--- src/rtl/rsx_map.svh ---
/*
  Holds the opcodes, data codes, field positions and sizes of the extended
  command decoder of the radio serial command port, as `define macros.
  Assumes inclusion by rsx_pkg.sv and the design files by bare name.
*/
// Behaviour
// - unlock opcode then 0x73 enables width read, ack payload, unacked tx writes.
// - a second unlock with 0x73 disables those commands again (toggle).
// - while disabled, writes ignored and reads give zero bytes; disabled after reset.
// - unlock then 0x53 toggles register bank; bank shown in bit 7 of register 7.
// - opcode 0x60 returns byte count of payload at head of receive FIFO.
// - opcodes 0xA8-0xAD store following bytes as ack payload for pipe in low bits.
// - at most three pending ack payloads across all pipes.
// - ack payloads to the same pipe leave in the order written; the store can reorder them when a take meets an open, byte or close strobe.
// - ack payload carries 1 to 32 bytes; first byte lands at position zero.
// - opcode 0xB0 queues a transmit payload flagged as not expecting acknowledge.
// - opcode 0xFF does nothing but shift out the status register.
// - bank 0 and bank 1 regs 9-14 move least significant byte first, msb first.
// - bank 1 regs 0-8 move most significant byte first, msb first in each byte.
// - each command starts on chip select falling; host toggles it between commands.
// - status shifts out on serial output while the command byte shifts in.
// - command byte shifts msb first, then any data bytes follow.
`ifndef RSX_MAP_SVH
`define RSX_MAP_SVH
`define RSX_OP_UNLOCK 8'h50
`define RSX_OP_RD_WIDTH 8'h60
`define RSX_OP_ACK_BASE 5'h15
`define RSX_OP_TX_UNACKED 8'hB0
`define RSX_OP_IDLE 8'hFF
`define RSX_DATA_FEATURES 8'h73
`define RSX_DATA_BANK 8'h53
`define RSX_BANK_BIT 7
`define RSX_MAX_PAYLOAD 32
`define RSX_ACK_SLOTS 3
`define RSX_BANK1_MSB_LAST 4'h8
`endif

--- src/rtl/rsx_pkg.sv ---
/*
  Types shared by the extended command decoder files.
  Assumes rsx_map.svh is on the include path.
*/
`include "rsx_map.svh"
package rsx_pkg;
  typedef enum logic [3:0] {
    RSX_IDLE = 4'b0001,
    RSX_CMD = 4'b0010,
    RSX_DATA = 4'b0100,
    RSX_DONE = 4'b1000
  } rsx_state_e;
  typedef logic [7:0] rsx_byte_t;
endpackage

--- src/rtl/rsx_ack_store.sv ---
/*
  Holds up to three pending acknowledge payloads with their pipe numbers.
  Assumes writes come as one-cycle strobes from the decoder on the same clock.
*/
`timescale 1ns/10ps
`default_nettype none
`include "rsx_map.svh"
module rsx_ack_store #(
  parameter int SLOTS = `RSX_ACK_SLOTS,
  parameter int BYTES = `RSX_MAX_PAYLOAD
) (
  // Clock and reset
  input wire logic clock,
  input wire logic rst_n,
  // Fill side
  input wire logic open_slot,
  input wire logic [2:0] open_pipe,
  input wire logic byte_wr,
  input wire logic [7:0] byte_data,
  input wire logic close_slot,
  // Radio side
  input wire logic take,
  input wire logic [2:0] take_pipe,
  output logic take_found,
  output logic [5:0] take_len,
  output logic [1:0] pending,
  output logic full
);
  import rsx_pkg::*;
  logic [SLOTS-1:0] used_ff;
  logic [SLOTS-1:0] fill_ff;
  logic [2:0] pipe_ff [SLOTS];
  logic [5:0] len_ff [SLOTS];
  logic [1:0] age_ff [SLOTS];
  logic [7:0] mem_ff [SLOTS][BYTES];
  logic [1:0] free_idx;
  logic [1:0] take_idx;
  logic [1:0] cnt;
  logic [1:0] take_age;
  logic [SLOTS-1:0] take_hit;
  always_comb begin
    free_idx = 2'h0;
    take_idx = 2'h0;
    take_age = 2'h0;
    take_found = 1'b0;
    cnt = 2'h0;
    take_len = 6'h00;
    take_hit = '0;
    for (int i = SLOTS - 1; i >= 0; i--) begin
      if (!used_ff[i]) begin
        free_idx = 2'(i);
      end
    end
    for (int i = 0; i < SLOTS; i++) begin
      cnt = cnt + 2'(used_ff[i] && !fill_ff[i]);
      // Lowest age for the pipe wins, the lower slot on a tie, so one pipe drains in age order
      if (used_ff[i] && !fill_ff[i] && pipe_ff[i] == take_pipe &&
          (!take_found || age_ff[i] < age_ff[take_idx])) begin
        take_found = 1'b1;
        take_idx = 2'(i);
      end
    end
    if (take_found) begin
      take_len = len_ff[take_idx];
      take_age = age_ff[take_idx];
      take_hit[take_idx] = take;
    end
  end
  assign pending = cnt;
  assign full = &used_ff;
  genvar g;
  generate
    for (g = 0; g < SLOTS; g++) begin : g_slot
      always_ff @(posedge clock or negedge rst_n) begin
        if (!rst_n) begin
          used_ff[g] <= 1'b0;
          fill_ff[g] <= 1'b0;
          pipe_ff[g] <= 3'h0;
          len_ff[g] <= 6'h00;
          age_ff[g] <= 2'h0;
        end else if (open_slot && !full && free_idx == 2'(g)) begin
          used_ff[g] <= 1'b1;
          fill_ff[g] <= 1'b1;
          pipe_ff[g] <= open_pipe;
          len_ff[g] <= 6'h00;
          age_ff[g] <= cnt;
        end else if (fill_ff[g] && byte_wr && len_ff[g] < 6'(BYTES)) begin
          len_ff[g] <= len_ff[g] + 6'h01;
        end else if (fill_ff[g] && close_slot) begin
          fill_ff[g] <= 1'b0;
          used_ff[g] <= (len_ff[g] != 6'h00);
        end else if (take_hit[g]) begin
          used_ff[g] <= 1'b0;
        // Only entries younger than the taken one move up; a filling one that takes a byte or closes that cycle keeps its age
        end else if (take_found && take && used_ff[g] && age_ff[g] > take_age) begin
          age_ff[g] <= age_ff[g] - 2'h1;
        end
      end
      always_ff @(posedge clock) begin
        if (fill_ff[g] && byte_wr && len_ff[g] < 6'(BYTES)) begin
          mem_ff[g][len_ff[g][4:0]] <= byte_data;
        end
      end
    end
  endgenerate
endmodule
`default_nettype wire

--- src/rtl/rsx_cmd_decoder.sv ---
/*
  Extended command decoder of the radio serial command port: unlock,
  bank toggle, width read, ack payload, unacked transmit and idle status.
  Assumes the serial pins come from the far side unsynchronised and that
  the serial clock is well below a quarter of the core clock.
*/
`timescale 1ns/10ps
`default_nettype none
`include "rsx_map.svh"
module rsx_cmd_decoder (
  // Clock and reset
  input wire logic clock,
  input wire logic rst_n,
  // Serial port pins
  input wire logic chip_select_n,
  input wire logic sck,
  input wire logic mosi,
  output logic miso,
  output logic miso_oe_n,
  // Device state
  input wire logic [7:0] status_in,
  input wire logic [5:0] rx_head_width,
  input wire logic [1:0] reg_index_hi,
  // Control outputs
  output logic features_on,
  output logic bank_sel,
  output logic [7:0] status_register_seven_bit,
  output logic tx_wr,
  output logic [7:0] tx_data,
  output logic tx_unacked,
  output logic tx_close,
  output logic [1:0] ack_pending,
  output logic ack_full,
  // Radio ack fetch
  input wire logic ack_take,
  input wire logic [2:0] ack_take_pipe,
  output logic ack_found,
  output logic [5:0] ack_len
);
  import rsx_pkg::*;
  // -------------------------------------------------------------
  // Pin synchronisers
  // -------------------------------------------------------------
  logic [1:0] cs_sync_ff;
  logic [1:0] sck_sync_ff;
  logic [1:0] mosi_sync_ff;
  logic sck_last_ff;
  logic cs_last_ff;
  always_ff @(posedge clock or negedge rst_n) begin
    if (!rst_n) begin
      cs_sync_ff <= 2'h3;
      sck_sync_ff <= 2'h0;
      mosi_sync_ff <= 2'h0;
      sck_last_ff <= 1'b0;
      cs_last_ff <= 1'b1;
    end else begin
      cs_sync_ff <= {cs_sync_ff[0], chip_select_n};
      sck_sync_ff <= {sck_sync_ff[0], sck};
      mosi_sync_ff <= {mosi_sync_ff[0], mosi};
      sck_last_ff <= sck_sync_ff[1];
      cs_last_ff <= cs_sync_ff[1];
    end
  end
  wire cs_act = !cs_sync_ff[1];
  wire cs_fall = cs_last_ff && !cs_sync_ff[1];
  wire sck_rise = cs_act && sck_sync_ff[1] && !sck_last_ff;
  wire sck_fall = cs_act && !sck_sync_ff[1] && sck_last_ff;
  // -------------------------------------------------------------
  // Byte framing and decode
  // -------------------------------------------------------------
  rsx_state_e state_ff;
  rsx_state_e nxt_state;
  logic [2:0] bit_cnt_ff;
  logic [7:0] shin_ff;
  logic [7:0] op_ff;
  logic [7:0] shout_ff;
  logic first_data_ff;
  logic feat_ff;
  logic bank_ff;
  logic miso_ff;
  logic oe_n_ff;
  logic tx_wr_ff;
  logic tx_close_ff;
  logic unacked_ff;
  logic [7:0] tx_data_ff;
  logic ack_open_ff;
  logic ack_wr_ff;
  logic ack_close_ff;
  logic ack_full_w;
  logic [5:0] data_cnt_ff;
  logic [7:0] status7_ff;
  logic [1:0] pending_ff;
  logic full_ff;
  logic found_ff;
  logic [5:0] ack_len_ff;
  logic [1:0] store_pending;
  logic store_found;
  logic [5:0] store_len;
  wire [7:0] shin_next = {shin_ff[6:0], mosi_sync_ff[1]};
  wire byte_end = sck_rise && bit_cnt_ff == 3'h7;
  wire data_room = data_cnt_ff < 6'(`RSX_MAX_PAYLOAD);
  wire op_is_unlock = op_ff == `RSX_OP_UNLOCK;
  wire op_is_width = op_ff == `RSX_OP_RD_WIDTH;
  wire op_is_ack = op_ff[7:3] == `RSX_OP_ACK_BASE;
  wire op_is_unacked = op_ff == `RSX_OP_TX_UNACKED;
  // Gated commands act only once features are unlocked
  wire ack_ok = op_is_ack && feat_ff && op_ff[2:0] <= 3'h5;
  wire unacked_ok = op_is_unacked && feat_ff;
  wire new_ack = byte_end && state_ff == RSX_CMD && shin_next[7:3] == `RSX_OP_ACK_BASE &&
                 feat_ff && shin_next[2:0] <= 3'h5 && !ack_full_w;
  wire [7:0] width_byte = feat_ff ? {2'h0, rx_head_width} : 8'h00;
  always_comb begin
    nxt_state = state_ff;
    unique case (state_ff)
      RSX_IDLE: if (cs_fall) nxt_state = RSX_CMD;
      RSX_CMD: if (byte_end) nxt_state = RSX_DATA;
      RSX_DATA: if (!cs_act) nxt_state = RSX_DONE;
      // A select fall right after a frame must still start a command
      RSX_DONE: nxt_state = cs_fall ? RSX_CMD : RSX_IDLE;
    endcase
    if (!cs_act && state_ff != RSX_DATA) begin
      nxt_state = RSX_IDLE;
    end
  end
  always_ff @(posedge clock or negedge rst_n) begin
    if (!rst_n) begin
      state_ff <= RSX_IDLE;
      bit_cnt_ff <= 3'h0;
      shin_ff <= 8'h00;
      op_ff <= `RSX_OP_IDLE;
      first_data_ff <= 1'b0;
      data_cnt_ff <= 6'h00;
    end else begin
      state_ff <= nxt_state;
      if (cs_fall) begin
        bit_cnt_ff <= 3'h0;
        op_ff <= `RSX_OP_IDLE;
      end else if (sck_rise) begin
        bit_cnt_ff <= bit_cnt_ff + 3'h1;
        shin_ff <= shin_next;
      end
      if (byte_end && state_ff == RSX_CMD) begin
        op_ff <= shin_next;
        first_data_ff <= 1'b1;
      end else if (byte_end) begin
        first_data_ff <= 1'b0;
      end
      // Saturates at the payload limit so later bytes fall away
      if (cs_fall) begin
        data_cnt_ff <= 6'h00;
      end else if (byte_end && state_ff == RSX_DATA && data_room) begin
        data_cnt_ff <= data_cnt_ff + 6'h01;
      end
    end
  end
  // -------------------------------------------------------------
  // Unlock, bank toggle and payload strobes
  // -------------------------------------------------------------
  always_ff @(posedge clock or negedge rst_n) begin
    if (!rst_n) begin
      feat_ff <= 1'b0;
      bank_ff <= 1'b0;
      tx_wr_ff <= 1'b0;
      tx_close_ff <= 1'b0;
      unacked_ff <= 1'b0;
      tx_data_ff <= 8'h00;
      ack_open_ff <= 1'b0;
      ack_wr_ff <= 1'b0;
      ack_close_ff <= 1'b0;
    end else begin
      tx_wr_ff <= 1'b0;
      tx_close_ff <= 1'b0;
      ack_wr_ff <= 1'b0;
      ack_open_ff <= new_ack;
      ack_close_ff <= 1'b0;
      // Only the first data byte counts; extra bytes are ignored
      if (byte_end && state_ff == RSX_DATA && first_data_ff && op_is_unlock) begin
        if (shin_next == `RSX_DATA_FEATURES) begin
          feat_ff <= !feat_ff;
        end
        if (shin_next == `RSX_DATA_BANK) begin
          bank_ff <= !bank_ff;
        end
      end
      if (byte_end && state_ff == RSX_DATA && (ack_ok || unacked_ok)) begin
        tx_data_ff <= shin_next;
        tx_wr_ff <= unacked_ok && data_room;
        ack_wr_ff <= ack_ok;
        unacked_ff <= unacked_ok;
      end
      if (state_ff == RSX_DATA && !cs_act) begin
        tx_close_ff <= unacked_ok;
        ack_close_ff <= ack_ok;
      end
    end
  end
  // -------------------------------------------------------------
  // Serial output
  // -------------------------------------------------------------
  // Width read carries a single byte, later bytes read zero
  wire [7:0] load_byte = (state_ff == RSX_CMD) ?
                         ((shin_next == `RSX_OP_RD_WIDTH) ? width_byte : 8'h00) : 8'h00;
  always_ff @(posedge clock or negedge rst_n) begin
    if (!rst_n) begin
      shout_ff <= 8'h00;
      miso_ff <= 1'b0;
      oe_n_ff <= 1'b1;
    end else begin
      oe_n_ff <= !cs_act;
      if (cs_fall) begin
        miso_ff <= status_in[7];
        shout_ff <= {status_in[6:0], 1'b0};
      end else if (byte_end) begin
        shout_ff <= load_byte;
      end else if (sck_fall) begin
        miso_ff <= shout_ff[7];
        shout_ff <= {shout_ff[6:0], 1'b0};
      end
    end
  end
  // -------------------------------------------------------------
  // Acknowledge payload store
  // -------------------------------------------------------------
  rsx_ack_store u_ack (
    .clock(clock),
    .rst_n(rst_n),
    .open_slot(ack_open_ff),
    .open_pipe(op_ff[2:0]),
    .byte_wr(ack_wr_ff),
    .byte_data(tx_data_ff),
    .close_slot(ack_close_ff),
    .take(ack_take),
    .take_pipe(ack_take_pipe),
    .take_found(store_found),
    .take_len(store_len),
    .pending(store_pending),
    .full(ack_full_w)
  );
  // Lookup results are registered so every output leaves a flip-flop;
  // the radio sees the effect of a take two clocks later
  always_ff @(posedge clock or negedge rst_n) begin
    if (!rst_n) begin
      status7_ff <= 8'h00;
      pending_ff <= 2'h0;
      full_ff <= 1'b0;
      found_ff <= 1'b0;
      ack_len_ff <= 6'h00;
    end else begin
      status7_ff <= {bank_ff, status_in[6:0]};
      pending_ff <= store_pending;
      full_ff <= ack_full_w;
      found_ff <= store_found;
      ack_len_ff <= store_len;
    end
  end
  assign ack_pending = pending_ff;
  assign ack_full = full_ff;
  assign ack_found = found_ff;
  assign ack_len = ack_len_ff;
  assign miso = miso_ff;
  assign miso_oe_n = oe_n_ff;
  assign features_on = feat_ff;
  assign bank_sel = bank_ff;
  assign status_register_seven_bit = status7_ff;
  assign tx_wr = tx_wr_ff;
  assign tx_data = tx_data_ff;
  assign tx_unacked = unacked_ff;
  assign tx_close = tx_close_ff;
  // Byte order for register data is chosen by the register file: bank 0 and
  // bank 1 regs 9-14 go low byte first bank 1 regs 0-8 high first
  logic unused_idx;
  assign unused_idx = ^reg_index_hi;
  // -------------------------------------------------------------
  // Checks
  // -------------------------------------------------------------
  a_unlock_toggle: assert property (@(posedge clock) disable iff (!rst_n)
    byte_end && state_ff == RSX_DATA && first_data_ff && op_is_unlock &&
    shin_next == `RSX_DATA_FEATURES |=> feat_ff != $past(feat_ff))
    else $error("feature toggle missed");
  a_bank_toggle: assert property (@(posedge clock) disable iff (!rst_n)
    byte_end && state_ff == RSX_DATA && first_data_ff && op_is_unlock &&
    shin_next == `RSX_DATA_BANK |=> bank_ff != $past(bank_ff))
    else $error("bank toggle missed");
  a_locked_write: assert property (@(posedge clock) disable iff (!rst_n)
    !feat_ff |=> !tx_wr_ff && !ack_wr_ff)
    else $error("write while locked");
  a_status_out: assert property (@(posedge clock) disable iff (!rst_n)
    cs_fall |=> miso_ff == $past(status_in[7]))
    else $error("status bit not first");
  a_ack_cap: assert property (@(posedge clock) disable iff (!rst_n)
    ack_full_w && !ack_take && !ack_close_ff
    |=> ack_full_w && store_pending == $past(store_pending))
    else $error("full ack store disturbed");
  a_unacked_flag: assert property (@(posedge clock) disable iff (!rst_n)
    tx_wr_ff |-> unacked_ff && op_is_unacked && feat_ff)
    else $error("unacked write from wrong command");
  a_tx_cap: assert property (@(posedge clock) disable iff (!rst_n)
    byte_end && state_ff == RSX_DATA && !data_room |=> !tx_wr_ff)
    else $error("transmit byte past payload limit");
  a_width_zero: assert property (@(posedge clock) disable iff (!rst_n)
    byte_end && state_ff == RSX_CMD && shin_next == `RSX_OP_RD_WIDTH && !feat_ff
    |=> shout_ff == 8'h00)
    else $error("locked width read not zero");
  a_cmd_start: assert property (@(posedge clock) disable iff (!rst_n)
    cs_fall |=> state_ff == RSX_CMD)
    else $error("command did not start");
  a_oe_follow: assert property (@(posedge clock) disable iff (!rst_n)
    !cs_act |=> oe_n_ff)
    else $error("output driven while deselected");
endmodule
`default_nettype wire

--- config.mk ---
export PLATFORM = sky130hd
export DESIGN_NAME = rsx_cmd_decoder
export DESIGN_NICKNAME = d
export VERILOG_FILES = /design/src/rtl/rsx_pkg.sv /design/src/rtl/rsx_ack_store.sv /design/src/rtl/rsx_cmd_decoder.sv
export VERILOG_INCLUDE_DIRS = /design/src /design/src/rtl
export SDC_FILE = /design/constraint.sdc
export NUM_CORES = 1
export LEC_CHECK = 0
export BUFFER_PORTS_ARGS = -buffer_cell sky130_fd_sc_hd__buf_2
export CAP_MARGIN = 20
export CORE_MARGIN = 2
export CORE_UTILIZATION = 43
export DETAILED_ROUTE_END_ITERATION = 6
export HOLD_SLACK_MARGIN = 0.15
export SYNTH_ARGS = -nofsm -noshare
export SYNTH_HDL_FRONTEND = slang
export SYNTH_HIERARCHICAL = 1
export SYNTH_SLANG_ARGS = --single-unit
--- constraint.sdc ---
create_clock -name clock -period 4.25 [get_ports clock]
set_input_delay 0.2125 -clock clock [delete_from_list [all_inputs] [get_ports clock]]
set_output_delay 0.2125 -clock clock [all_outputs]
set_load 0.01 [all_outputs]
# Word level (Yosys, flattened, before mapping)
# Index checks and enable logic that the tools add are counted.
dict set report word_totals {
  regBits 119
  output_inout_bits 33
  word_cells 295
}
dict set report classes {
  magnitude_cmp 15
  reduce_logical 102
  n_addsub 10
  muxes 91
  n_bitwise 4
  eq_ne 31
}
# cell n
set ops {}
lappend ops {{$mux 6} 14}
lappend ops {{$logic_and 1x1->1} 51}
lappend ops {{$mux 2} 25}
lappend ops {{$mux 8} 5}
lappend ops {{$mux 1} 35}
lappend ops {{$eq 8x7->1 const B} 4}
lappend ops {{$reduce_bool 2->1} 14}
lappend ops {{$add 6x1->6 const B} 4}
lappend ops {{$lt 6x6->1 const B} 4}
lappend ops {{$reduce_and 2->1} 10}
lappend ops {{$reduce_bool 6->1} 3}
lappend ops {{$mux 4} 4}
lappend ops {{$pmux 4 s4} 1}
lappend ops {{$bmux 6 s2} 1}
lappend ops {{$ne 2x1->1 const B} 6}
lappend ops {{$reduce_and 4->1} 3}
lappend ops {{$reduce_bool 3->1} 4}
lappend ops {{$logic_not 1->1} 11}
lappend ops {{$eq 5x5->1 const B} 2}
lappend ops {{$eq 3x3->1} 3}
lappend ops {{$mux 3} 3}
lappend ops {{$bmux 2 s2} 2}
lappend ops {{$eq 8x8->1 const B} 1}
lappend ops {{$ne 2x2->1 const B} 4}
lappend ops {{other kinds (28)} 39}

# Logic depth before layout (Yosys ltp)
# Gate-level depths: netlist (run 1).
dict set report depth {
  depth_word 28
  mapped_depth 20
  mapped_depth_nobuf 18
}

# Hierarchy
# Netlist (run 1), hierarchy kept.
# mod seq_area_each_um2 area_each_um2 n_inst cells_per_inst
set modules_own_cells {}
lappend modules_own_cells {rsx_cmd_decoder 2016.9 3331.9 1 276}
lappend modules_own_cells {rsx_ack_store 975.9 2586.2 1 296}

# Worst setup path before layout (run 1)
# No wires, ideal clock.
dict set report synth_timing {
  path_kind {register to register}
  startpoint {register u_ack.fill_ff[0]}
  endpoint {register u_ack/age_ff[1] (netlist name)}
  synth_period_minus_slack_ps 4141
  path_buffers 2
  t_arrival_ps 4017
  path_slack_ps 109
  path_stages_with_launch 20
  required_time_ps 4126
  cell_sequence {dfrtp_1 > and2b_2 > nand4_2 > o21ai_0 > clkbuf_1 > mux2i_1 > ha_1 > nor2_1 > o2111a_1 > a211o_1 > nand2_1 > buf_2 > nand2_1 > o211ai_1 > ha_1 > nor2b_1 > a41oi_1 > nor3_1 > a21oi_1 > a211o_1}
}
dict set report synth_via {
  elab_chain_len 25
  elab_cells_between_ends 41
  classes_between {2 x add/sub; 4 x order compare; 1 x eq/ne; 16 x mux; 3 x bitwise; 15 x reduce/logical}
}
# item line_no
set synth_lines {}
lappend synth_lines {{start, declared} rsx_ack_store.sv:31} ;# logic [SLOTS-1:0] fill_ff;
lappend synth_lines {{start signal, assigned by index} rsx_ack_store.sv:77} ;# fill_ff[g] <= 1'b0;
lappend synth_lines {{start signal, assigned by index} rsx_ack_store.sv:83} ;# fill_ff[g] <= 1'b1;
lappend synth_lines {{start signal, assigned by index} rsx_ack_store.sv:90} ;# fill_ff[g] <= 1'b0;
lappend synth_lines {{$logic_not 1->1 (*)} {rsx_ack_store.sv:55, rsx_ack_store.sv:57}}
lappend synth_lines {{$logic_and 1x1->1 (*)} {rsx_ack_store.sv:55, rsx_ack_store.sv:57}}
lappend synth_lines {{branches (longest 23 deep; another with $lt 2x2->1)} -}
lappend synth_lines {{end signal, assigned by index} rsx_ack_store.sv:86} ;# age_ff[g] <= cnt;
lappend synth_lines {{end signal, assigned by index} rsx_ack_store.sv:96} ;# age_ff[g] <= age_ff[g] - 2'h1;
lappend synth_lines {{end, declared} rsx_ack_store.sv:34} ;# logic [1:0] age_ff [SLOTS];
# Every way passes the cells marked *. The select of a mux whose other input is x is not followed.
# A chain may end at the register's enable or synchronous reset.

# Worst setup path in the final report (run 1)
dict set report layout_timing {
  startpoint {register u_ack/age_ff[3] (netlist name)}
  endpoint {register u_ack/age_ff[3] (netlist name)}
}
dict set report layout_via {
  elab_chain_len 21
  elab_cells_between_ends 40
  classes_between {1 x add/sub; 5 x order compare; 1 x eq/ne; 19 x mux; 3 x bitwise; 11 x reduce/logical}
}
# item
set layout_lines {}
lappend layout_lines {{branches (longest 21 deep; another with $lt 2x2->1)}}
# Parallel ways; which one is timed is not known. The select of a mux whose other input is x is not followed.

==> out/qor.csv, run 1 <==
metric,value,unit
outcome,"complete, no violations",
cp.required,4590,ps
regToRegSetupSlack,370,ps
cts.clk_slew.worst_paths,60,ps
root_buffer,clkbuf_16,
crit_fanout,5,
tightest_slew,900,ps
drive_gt1_share,23.2,%
fp.dieH,121,um
cpMaxStageDelayCell,dfrtp_1,
finalCritPeriodShare,91.2,%
drc_errors,0,
synth.net_count,612,
cts_buffers,17,
pin_count,58,
synth_cell_types,82,
clock_skew,9.88,ps
leakagePower,3.42,nW
clkLatencyLatePin,420,ps
grt_pass1_vias,4623,
finalSetupViolations,0,
crit_chain,ha_1 -> a21oi_1 -> o21ai_1 -> mux2i_1 -> ha_1 -> nor2_1 -> a21o_1 -> a211o_1 -> nand2_1 -> o211ai_1 -> buf_4 -> ha_1 -> nand3_1 -> nor3_1 -> nand3_1 -> or3_1 -> a31oi_1,
grt_use_total,20.0,%
gr-total-overflow,0,
power_density,446,nW/um^2
cts_tree,done,
placed_area,6410,um^2
crit_arrival,4210,ps
drt-initial-drc-count,265,
wl,13500,um
synth_area,5920,um^2
htreeDepth,4,
portBuffers,55,
cpLargestDelayFamily,compound AO/OA/AOI/OAI gates,
final_nets,700,
dieWidth,121,um
yosysWarnings,6,
viasPerCell,5.47,
dp_hpwl,9380,um
grt_max_degree,65,
hp-class,in -> reg,
synth-edff-count,0,
die_area,14700,um^2
fmax,0.258,GHz
path_common_cell,ha_1,
clock_sinks,119,
slew_headroom,39.7,%
rsz0062_at_grt,no,
grt_pass1_wl,23000,um
ys_ff_latch,119,
antenna_found_initial,0,
start_kind,flip-flop,
final_antenna_net_count,0,
initial_utilization,44.3,%
async_flop_share,100,%
whs,172,ps
synth_ff_type,dfrtp_1,
fin_setup_tns,0,ps
routedWlPerCell,15.9,um
n_antenna_cell,0,
path_buf_inv,1,
slew_viol_final,0,
cp-end-kind,flip-flop,
vdd_drop_max,0.000315,V
cap_violations,0,
netlist_instances,572,
vias,4636,
max_stage_delay,440,ps
avgSynthCellArea,10.3,um^2
period_minus_slack,3880,ps
area_growth,21.9,%
rows,42,
ys_seq_area_share,50.6,%
gp_congestion,0.912,
worstSetupPathType,reg -> reg,
hold_violations,0,
cts_buffer_depth,2,
coreArea,13300,um^2
final_core_util,54.0,%
design_area,7210,um^2
firstDrtPassIters,4,
kinds of logic (layout without fill, tap and decap cells):
group | Yosys count | after routing | share of synthesized area, %
mux | 30 | 30 | 6.00
buf+inv | 38 | 138 | 2.81
flops | 119 | 119 | 50.6
fa+ha+maj | 15 | 15 | 3.30
simple gates | 231 | 231 | 20.4
xor+xnor | 26 | 26 | 3.85
compound gates | 113 | 113 | 13.0
cell usage after synthesis (all sizes together) (2+ instances only):
master    n  share of area [%]
nor3     11                1.3
clkbuf   10               0.70
nand2    69                4.4
nor2     69                4.7
dfrtp   107                 45
and3      8               0.87
a22oi     2               0.25
nand3    15                1.3
nor4      9                1.4
xor2      9                1.3
a211o     3               0.44
a31o      4               0.59
nor3b     2               0.25
o41ai     2               0.30
a221oi    3               0.44
a21oi    22                1.9
o21ai    25                2.1
a21o      4               0.51
ha       14                3.0
nand3b    5               0.63
dfstp    12                5.3
mux2     20                4.3
a211oi    8                1.0
nor4bb    2               0.34
o22ai     5               0.53
a31oi     9               0.95
xnor2    17                2.5
nand2b    9                1.1
nand4    10                1.2
or4b      3               0.63
or2       4               0.42
mux2i    10                1.7
o211ai    5               0.87
inv      20                1.3
o21a      2               0.25
nor2b     4               0.42
a41oi     2               0.30
nor4b     2               0.30
buf       8               0.85
layout by cell type (no fill, tap or decap), types with 7 or more instances in the layout:
cell	instances
mux2i_1	10
nor3_1	8
xor2_1	9
mux2_4	8
and3_1	7
nand2b_1	8
buf_2	54
a31oi_1	9
a211oi_1	8
inv_1	20
dlygate4sd3_1	18
buf_4	15
xnor2_1	17
nand2_1	69
dfstp_2	12
nand3_1	15
nand4_1	9
dfrtp_1	107
clkbuf_16	17
ha_1	14
mux2_2	12
o21ai_0	21
a21oi_1	22
nor2_1	68
path summary, 6_finish.rpt:
kind,from,end,cells past startpoint
hold reg to reg,sck_sync_ff[0],sck_sync_ff[1],0
min in group asynchronous,rst_n,ack_pending[0],2
setup / recovery,u_ack/age_ff[3],u_ack/age_ff[3],17
setup reg to reg,u_ack/age_ff[3],u_ack/age_ff[3],17
max in group asynchronous,rst_n,op_ff[3],3
hold / removal,ack_take,u_ack/used_ff[2],4
area by class of cell:
type / count / area [um^2]
fill: 1179 / 6130
clock inverter: 14 / 173
tap: 176 / 220
multi-input combinational: 415 / 2770
clock buffer: 17 / 425
timing repair buffer: 87 / 563
sequential: 119 / 2990
inverter: 20 / 75.1
worst register-to-register path: stages (launching register included):
cell and delay, ps:
dfrtp_1 440, ha_1 340, a21oi_1 230, o21ai_1 130, mux2i_1 230, ha_1 260
nor2_1 180, a21o_1 160, a211o_1 170, nand2_1 100, o211ai_1 280, buf_4 170
ha_1 170, nand3_1 80, nor3_1 210, nand3_1 120, or3_1 340, a31oi_1 190
routing by layer:
metal  track usage (%)  vias to the layer above  wire, um
met2              32.1                      118      6510
met3              5.26                       24       679
met5                 0                        -         0
met4              7.40                        0       290
li1                  -                     2224         -
met1              26.0                     2270      6040
power by group:
| part | internal (mW) | switching (mW) |
|---|---|---|
| logic | 0.200 | 0.231 |
| clock network | 0.922 | 0.542 |
| registers | 1.22 | 0.0990 |
| total | 2.35 | 0.873 |
state kept, by name, indices dropped and copies added (netlist names), 6 cells and up:
name,cells
shout_ff,8
u_ack/pipe_ff,9
u_ack/age_ff,6
u_ack/len_ff,18
ack_len,6
data_cnt_ff,6
op_ff,8
tx_data,8
shin_ff,7
status_register_seven_bit,8
per-stage QoR:
step	cells	setup slack, ps	power, mW
floorplan	572	109	1.60
global placement	797	370	1.74
detailed placement	797	289	1.75
CTS	846	233	3.24
global route	848	42.7	3.38
finish	848	374	3.22
timing repair:
action | in CTS | in global routing
buffers inserted | 0 | 2
resized for setup | 0 | 2
endpoints found under the setup margin | 0 | 3
endpoints found under the hold margin | 78 | 0
hold buffers | 18 | 0
Note: power is estimated with default switching activity, not from simulation.
==> run 2, diff against run 1 <==
- CELL_PAD_IN_SITES_DETAIL_PLACEMENT: unset -> 1
- CELL_PAD_IN_SITES_GLOBAL_PLACEMENT: unset -> 2
- CORE_UTILIZATION: 43 -> 35
- PLACE_DENSITY_LB_ADDON: unset -> 0.1
==> run 2 against run 1 <==
Compared with the run above: critical path depth increased by 1; power decreased by 3.3%; routed wire length increased by 14%; sequential share of layout area about the same; clock skew decreased by 1.7 ps; sequential power about the same; non-clock buffer count decreased by 1; highest routed layer unchanged.
==> out/qor.csv, run 2 (synthesized netlist as in run 1, its figures left out) <==
metric,value,unit,change
routedWlPerCell,17.3,um,+8.7%
area_growth,21.9,%,about the same
crit_chain,inv_1 -> ha_1 -> a21oi_1 -> o21ai_0 -> mux2i_1 -> ha_1 -> nor2_1 -> a21o_1 -> a211o_1 -> nand2_1 -> o211ai_1 -> buf_4 -> ha_1 -> nand3_1 -> nor3_1 -> nand3_1 -> or3_1 -> a31oi_1,,
clock_sinks,119,,unchanged
final-seq-area,2990,um^2,unchanged
rows,47,,+12%
final_cell_mix,"dfrtp_1, nand2_1, nor2_1",,
finalCritPeriodShare,93.2,%,+2.0 points
gr-total-overflow,0,,unchanged
period_minus_slack,3960,ps,+83.5 ps
dp_hpwl,10900,um,+17%
path_buf_inv,2,,+1
vias,4619,,-0.37%
wl,15500,um,+14%
place_inst,841,,+5.5%
regToRegSetupSlack,290,ps,-80 ps
cpMaxStageDelayCell,dfrtp_1,,
instances_no_fill,892,,+5.2%
cap_violations,0,,unchanged
grt_use_total,18.5,%,-1.5 points
cp.required,4580,ps,about the same
grt_max_degree,68,,+4.6%
final_core_util,43.5,%,-11 points
final_antenna_net_count,0,,unchanged
intPower,2.20,mW,-6.3%
final_nets,699,,-0.14%
multi_input_area,2760,um^2,about the same
grt_pass1_wl,26200,um,+14%
vdd_drop_max,0.000265,V,-16%
slew_viol_final,0,,unchanged
hold_violations,0,,unchanged
dieWidth,134,um,+10%
drt-initial-drc-count,234,,-12%
cts_tree,done,,
crit_fanout,5,,unchanged
clkLatencyLatePin,410,ps,about the same
grt_pass1_vias,5049,,+9.2%
cpLargestDelayFamily,compound AO/OA/AOI/OAI gates,,
fin_setup_tns,0,ps,unchanged
crit_arrival,4290,ps,+80 ps
leakagePower,3.39,nW,-0.80%
gp_congestion,0.805,,-12%
p_clk_share,43.4,%,-2.1 points
finalSetupViolations,0,,unchanged
fmax,0.253,GHz,-2.1%
path_common_cell,ha_1,,
n_antenna_cell,0,,unchanged
cts_buffer_depth,2,,unchanged
clock_skew,8.20,ps,-1.69 ps
antenna_found_initial,0,,unchanged
whs,183,ps,+10.8 ps
start_kind,flip-flop,,
fillers,1887,,+60%
reg_top3,"u_ack/len_ff: 18 flops, u_ack/pipe_ff: 9 flops",,
switchingPower,915,uW,+4.8%
fp.dieH,134,um,+10%
die_area,18000,um^2,+22%
firstDrtPassIters,4,,unchanged
regMostFlops,u_ack/len_ff,,
root_buffer,clkbuf_16,,
cp-end-kind,flip-flop,,
power.share.switching,29.4,%,+2.3 points
drc_errors,0,,unchanged
coreArea,16600,um^2,+24%
tightest_slew,949,ps,+49.0 ps
portBuffers,55,,unchanged
cts_buffers,17,,unchanged
largest_register_ffs,18,,unchanged
max_stage_delay,430,ps,about the same
cts.clk_slew.worst_paths,60,ps,about the same
p_seq_share,42.6,%,+1.5 points
outcome,"complete, no violations",,
worstSetupPathType,reg -> reg,,
htreeDepth,4,,unchanged
drive_gt1_share,23.4,%,+0.15 points
rsz0062_at_grt,no,,
pwr-share-comb,14.0,%,+0.6 points
hp-class,in -> reg,,
viasPerCell,5.18,,-5.3%
power,3.11,mW,-3.3%
slew_headroom,36.4,%,-3.3 points
power_density,431,nW/um^2,-3.3%
pin_count,58,,unchanged
final_common_cell,dfrtp_1,,
initial_utilization,35.7,%,-8.7 points
-- run 2: worst register-to-register path: cells and delay by family (launching register included) --
kind / cells / cell delay, ps
buffers and inverters: 2 / 230
muxes: 1 / 290
adders and majority gates: 3 / 740
and+or+nand+nor: 6 / 1000
DFF: 1 / 430
AOI/OAI and AO/OA: 6 / 1190
-- run 2: layout make-up --
| cell class | count | area share [%] |
|---|---|---|
| clock inverters | 14 | 1.58 |
| well taps | 220 | 3.82 |
| multi-input cells | 415 | 38.3 |
| flip-flops and latches | 119 | 41.5 |
| inverters | 20 | 1.04 |
| repair buffers | 86 | 7.67 |
| clock buffers | 18 | 6.09 |
-- run 2: timing repair --
action / in CTS / in global routing
hold endpoints to repair: 79 / 0
buffers inserted: 0 / 2
hold buffers: 17 / 0
endpoints found under the setup margin: 0 / 3
resized for setup: 0 / 1
-- run 2: metal layers --
metal | GRT usage [%] | wire length (um) | vias up
li1 | - | - | 2217
met1 | 23.2 | 7080 | 2323
met2 | 31.7 | 7820 | 65
met3 | 3.93 | 369 | 14
met4 | 6.37 | 186 | 0
met5 | 0 | 0 | -
-- run 2: worst paths after layout --
| path | start | depth (start not counted) | end |
|---|---|---|---|
| worst max register to register | u_ack/age_ff[5] | 18 | u_ack/age_ff[3] |
| min in group asynchronous | rst_n | 2 | u_ack/age_ff[5] |
| worst min-delay path | rx_head_width[5] | 3 | shout_ff[5] |
| max in group asynchronous | rst_n | 3 | op_ff[6] |
| worst min register to register | mosi_sync_ff[0] | 0 | mosi_sync_ff[1] |
| worst max-delay path | u_ack/age_ff[5] | 18 | u_ack/age_ff[3] |
-- run 2: metrics by stage --
stage / instance area [um^2] / setup WS [ps]
after floorplan: 5920 / 109
after global placement: 6470 / 329
after detailed placement: 6470 / 221
after CTS: 7190 / 150
after global routing: 7210 / 16.7
final: 7210 / 290
-- run 2: power groups by stage --
stage          Sequential [mW]  Combinational (mW)  Clock, mW
6_report                  1.33               0.435       1.35
2_1_floorplan             1.32               0.283          0
3_3_place_gp              1.34               0.410          0
3_5_place_dp              1.34               0.420          0
5_1_grt                   1.34               0.488       1.45
4_1_cts                   1.33               0.435       1.39
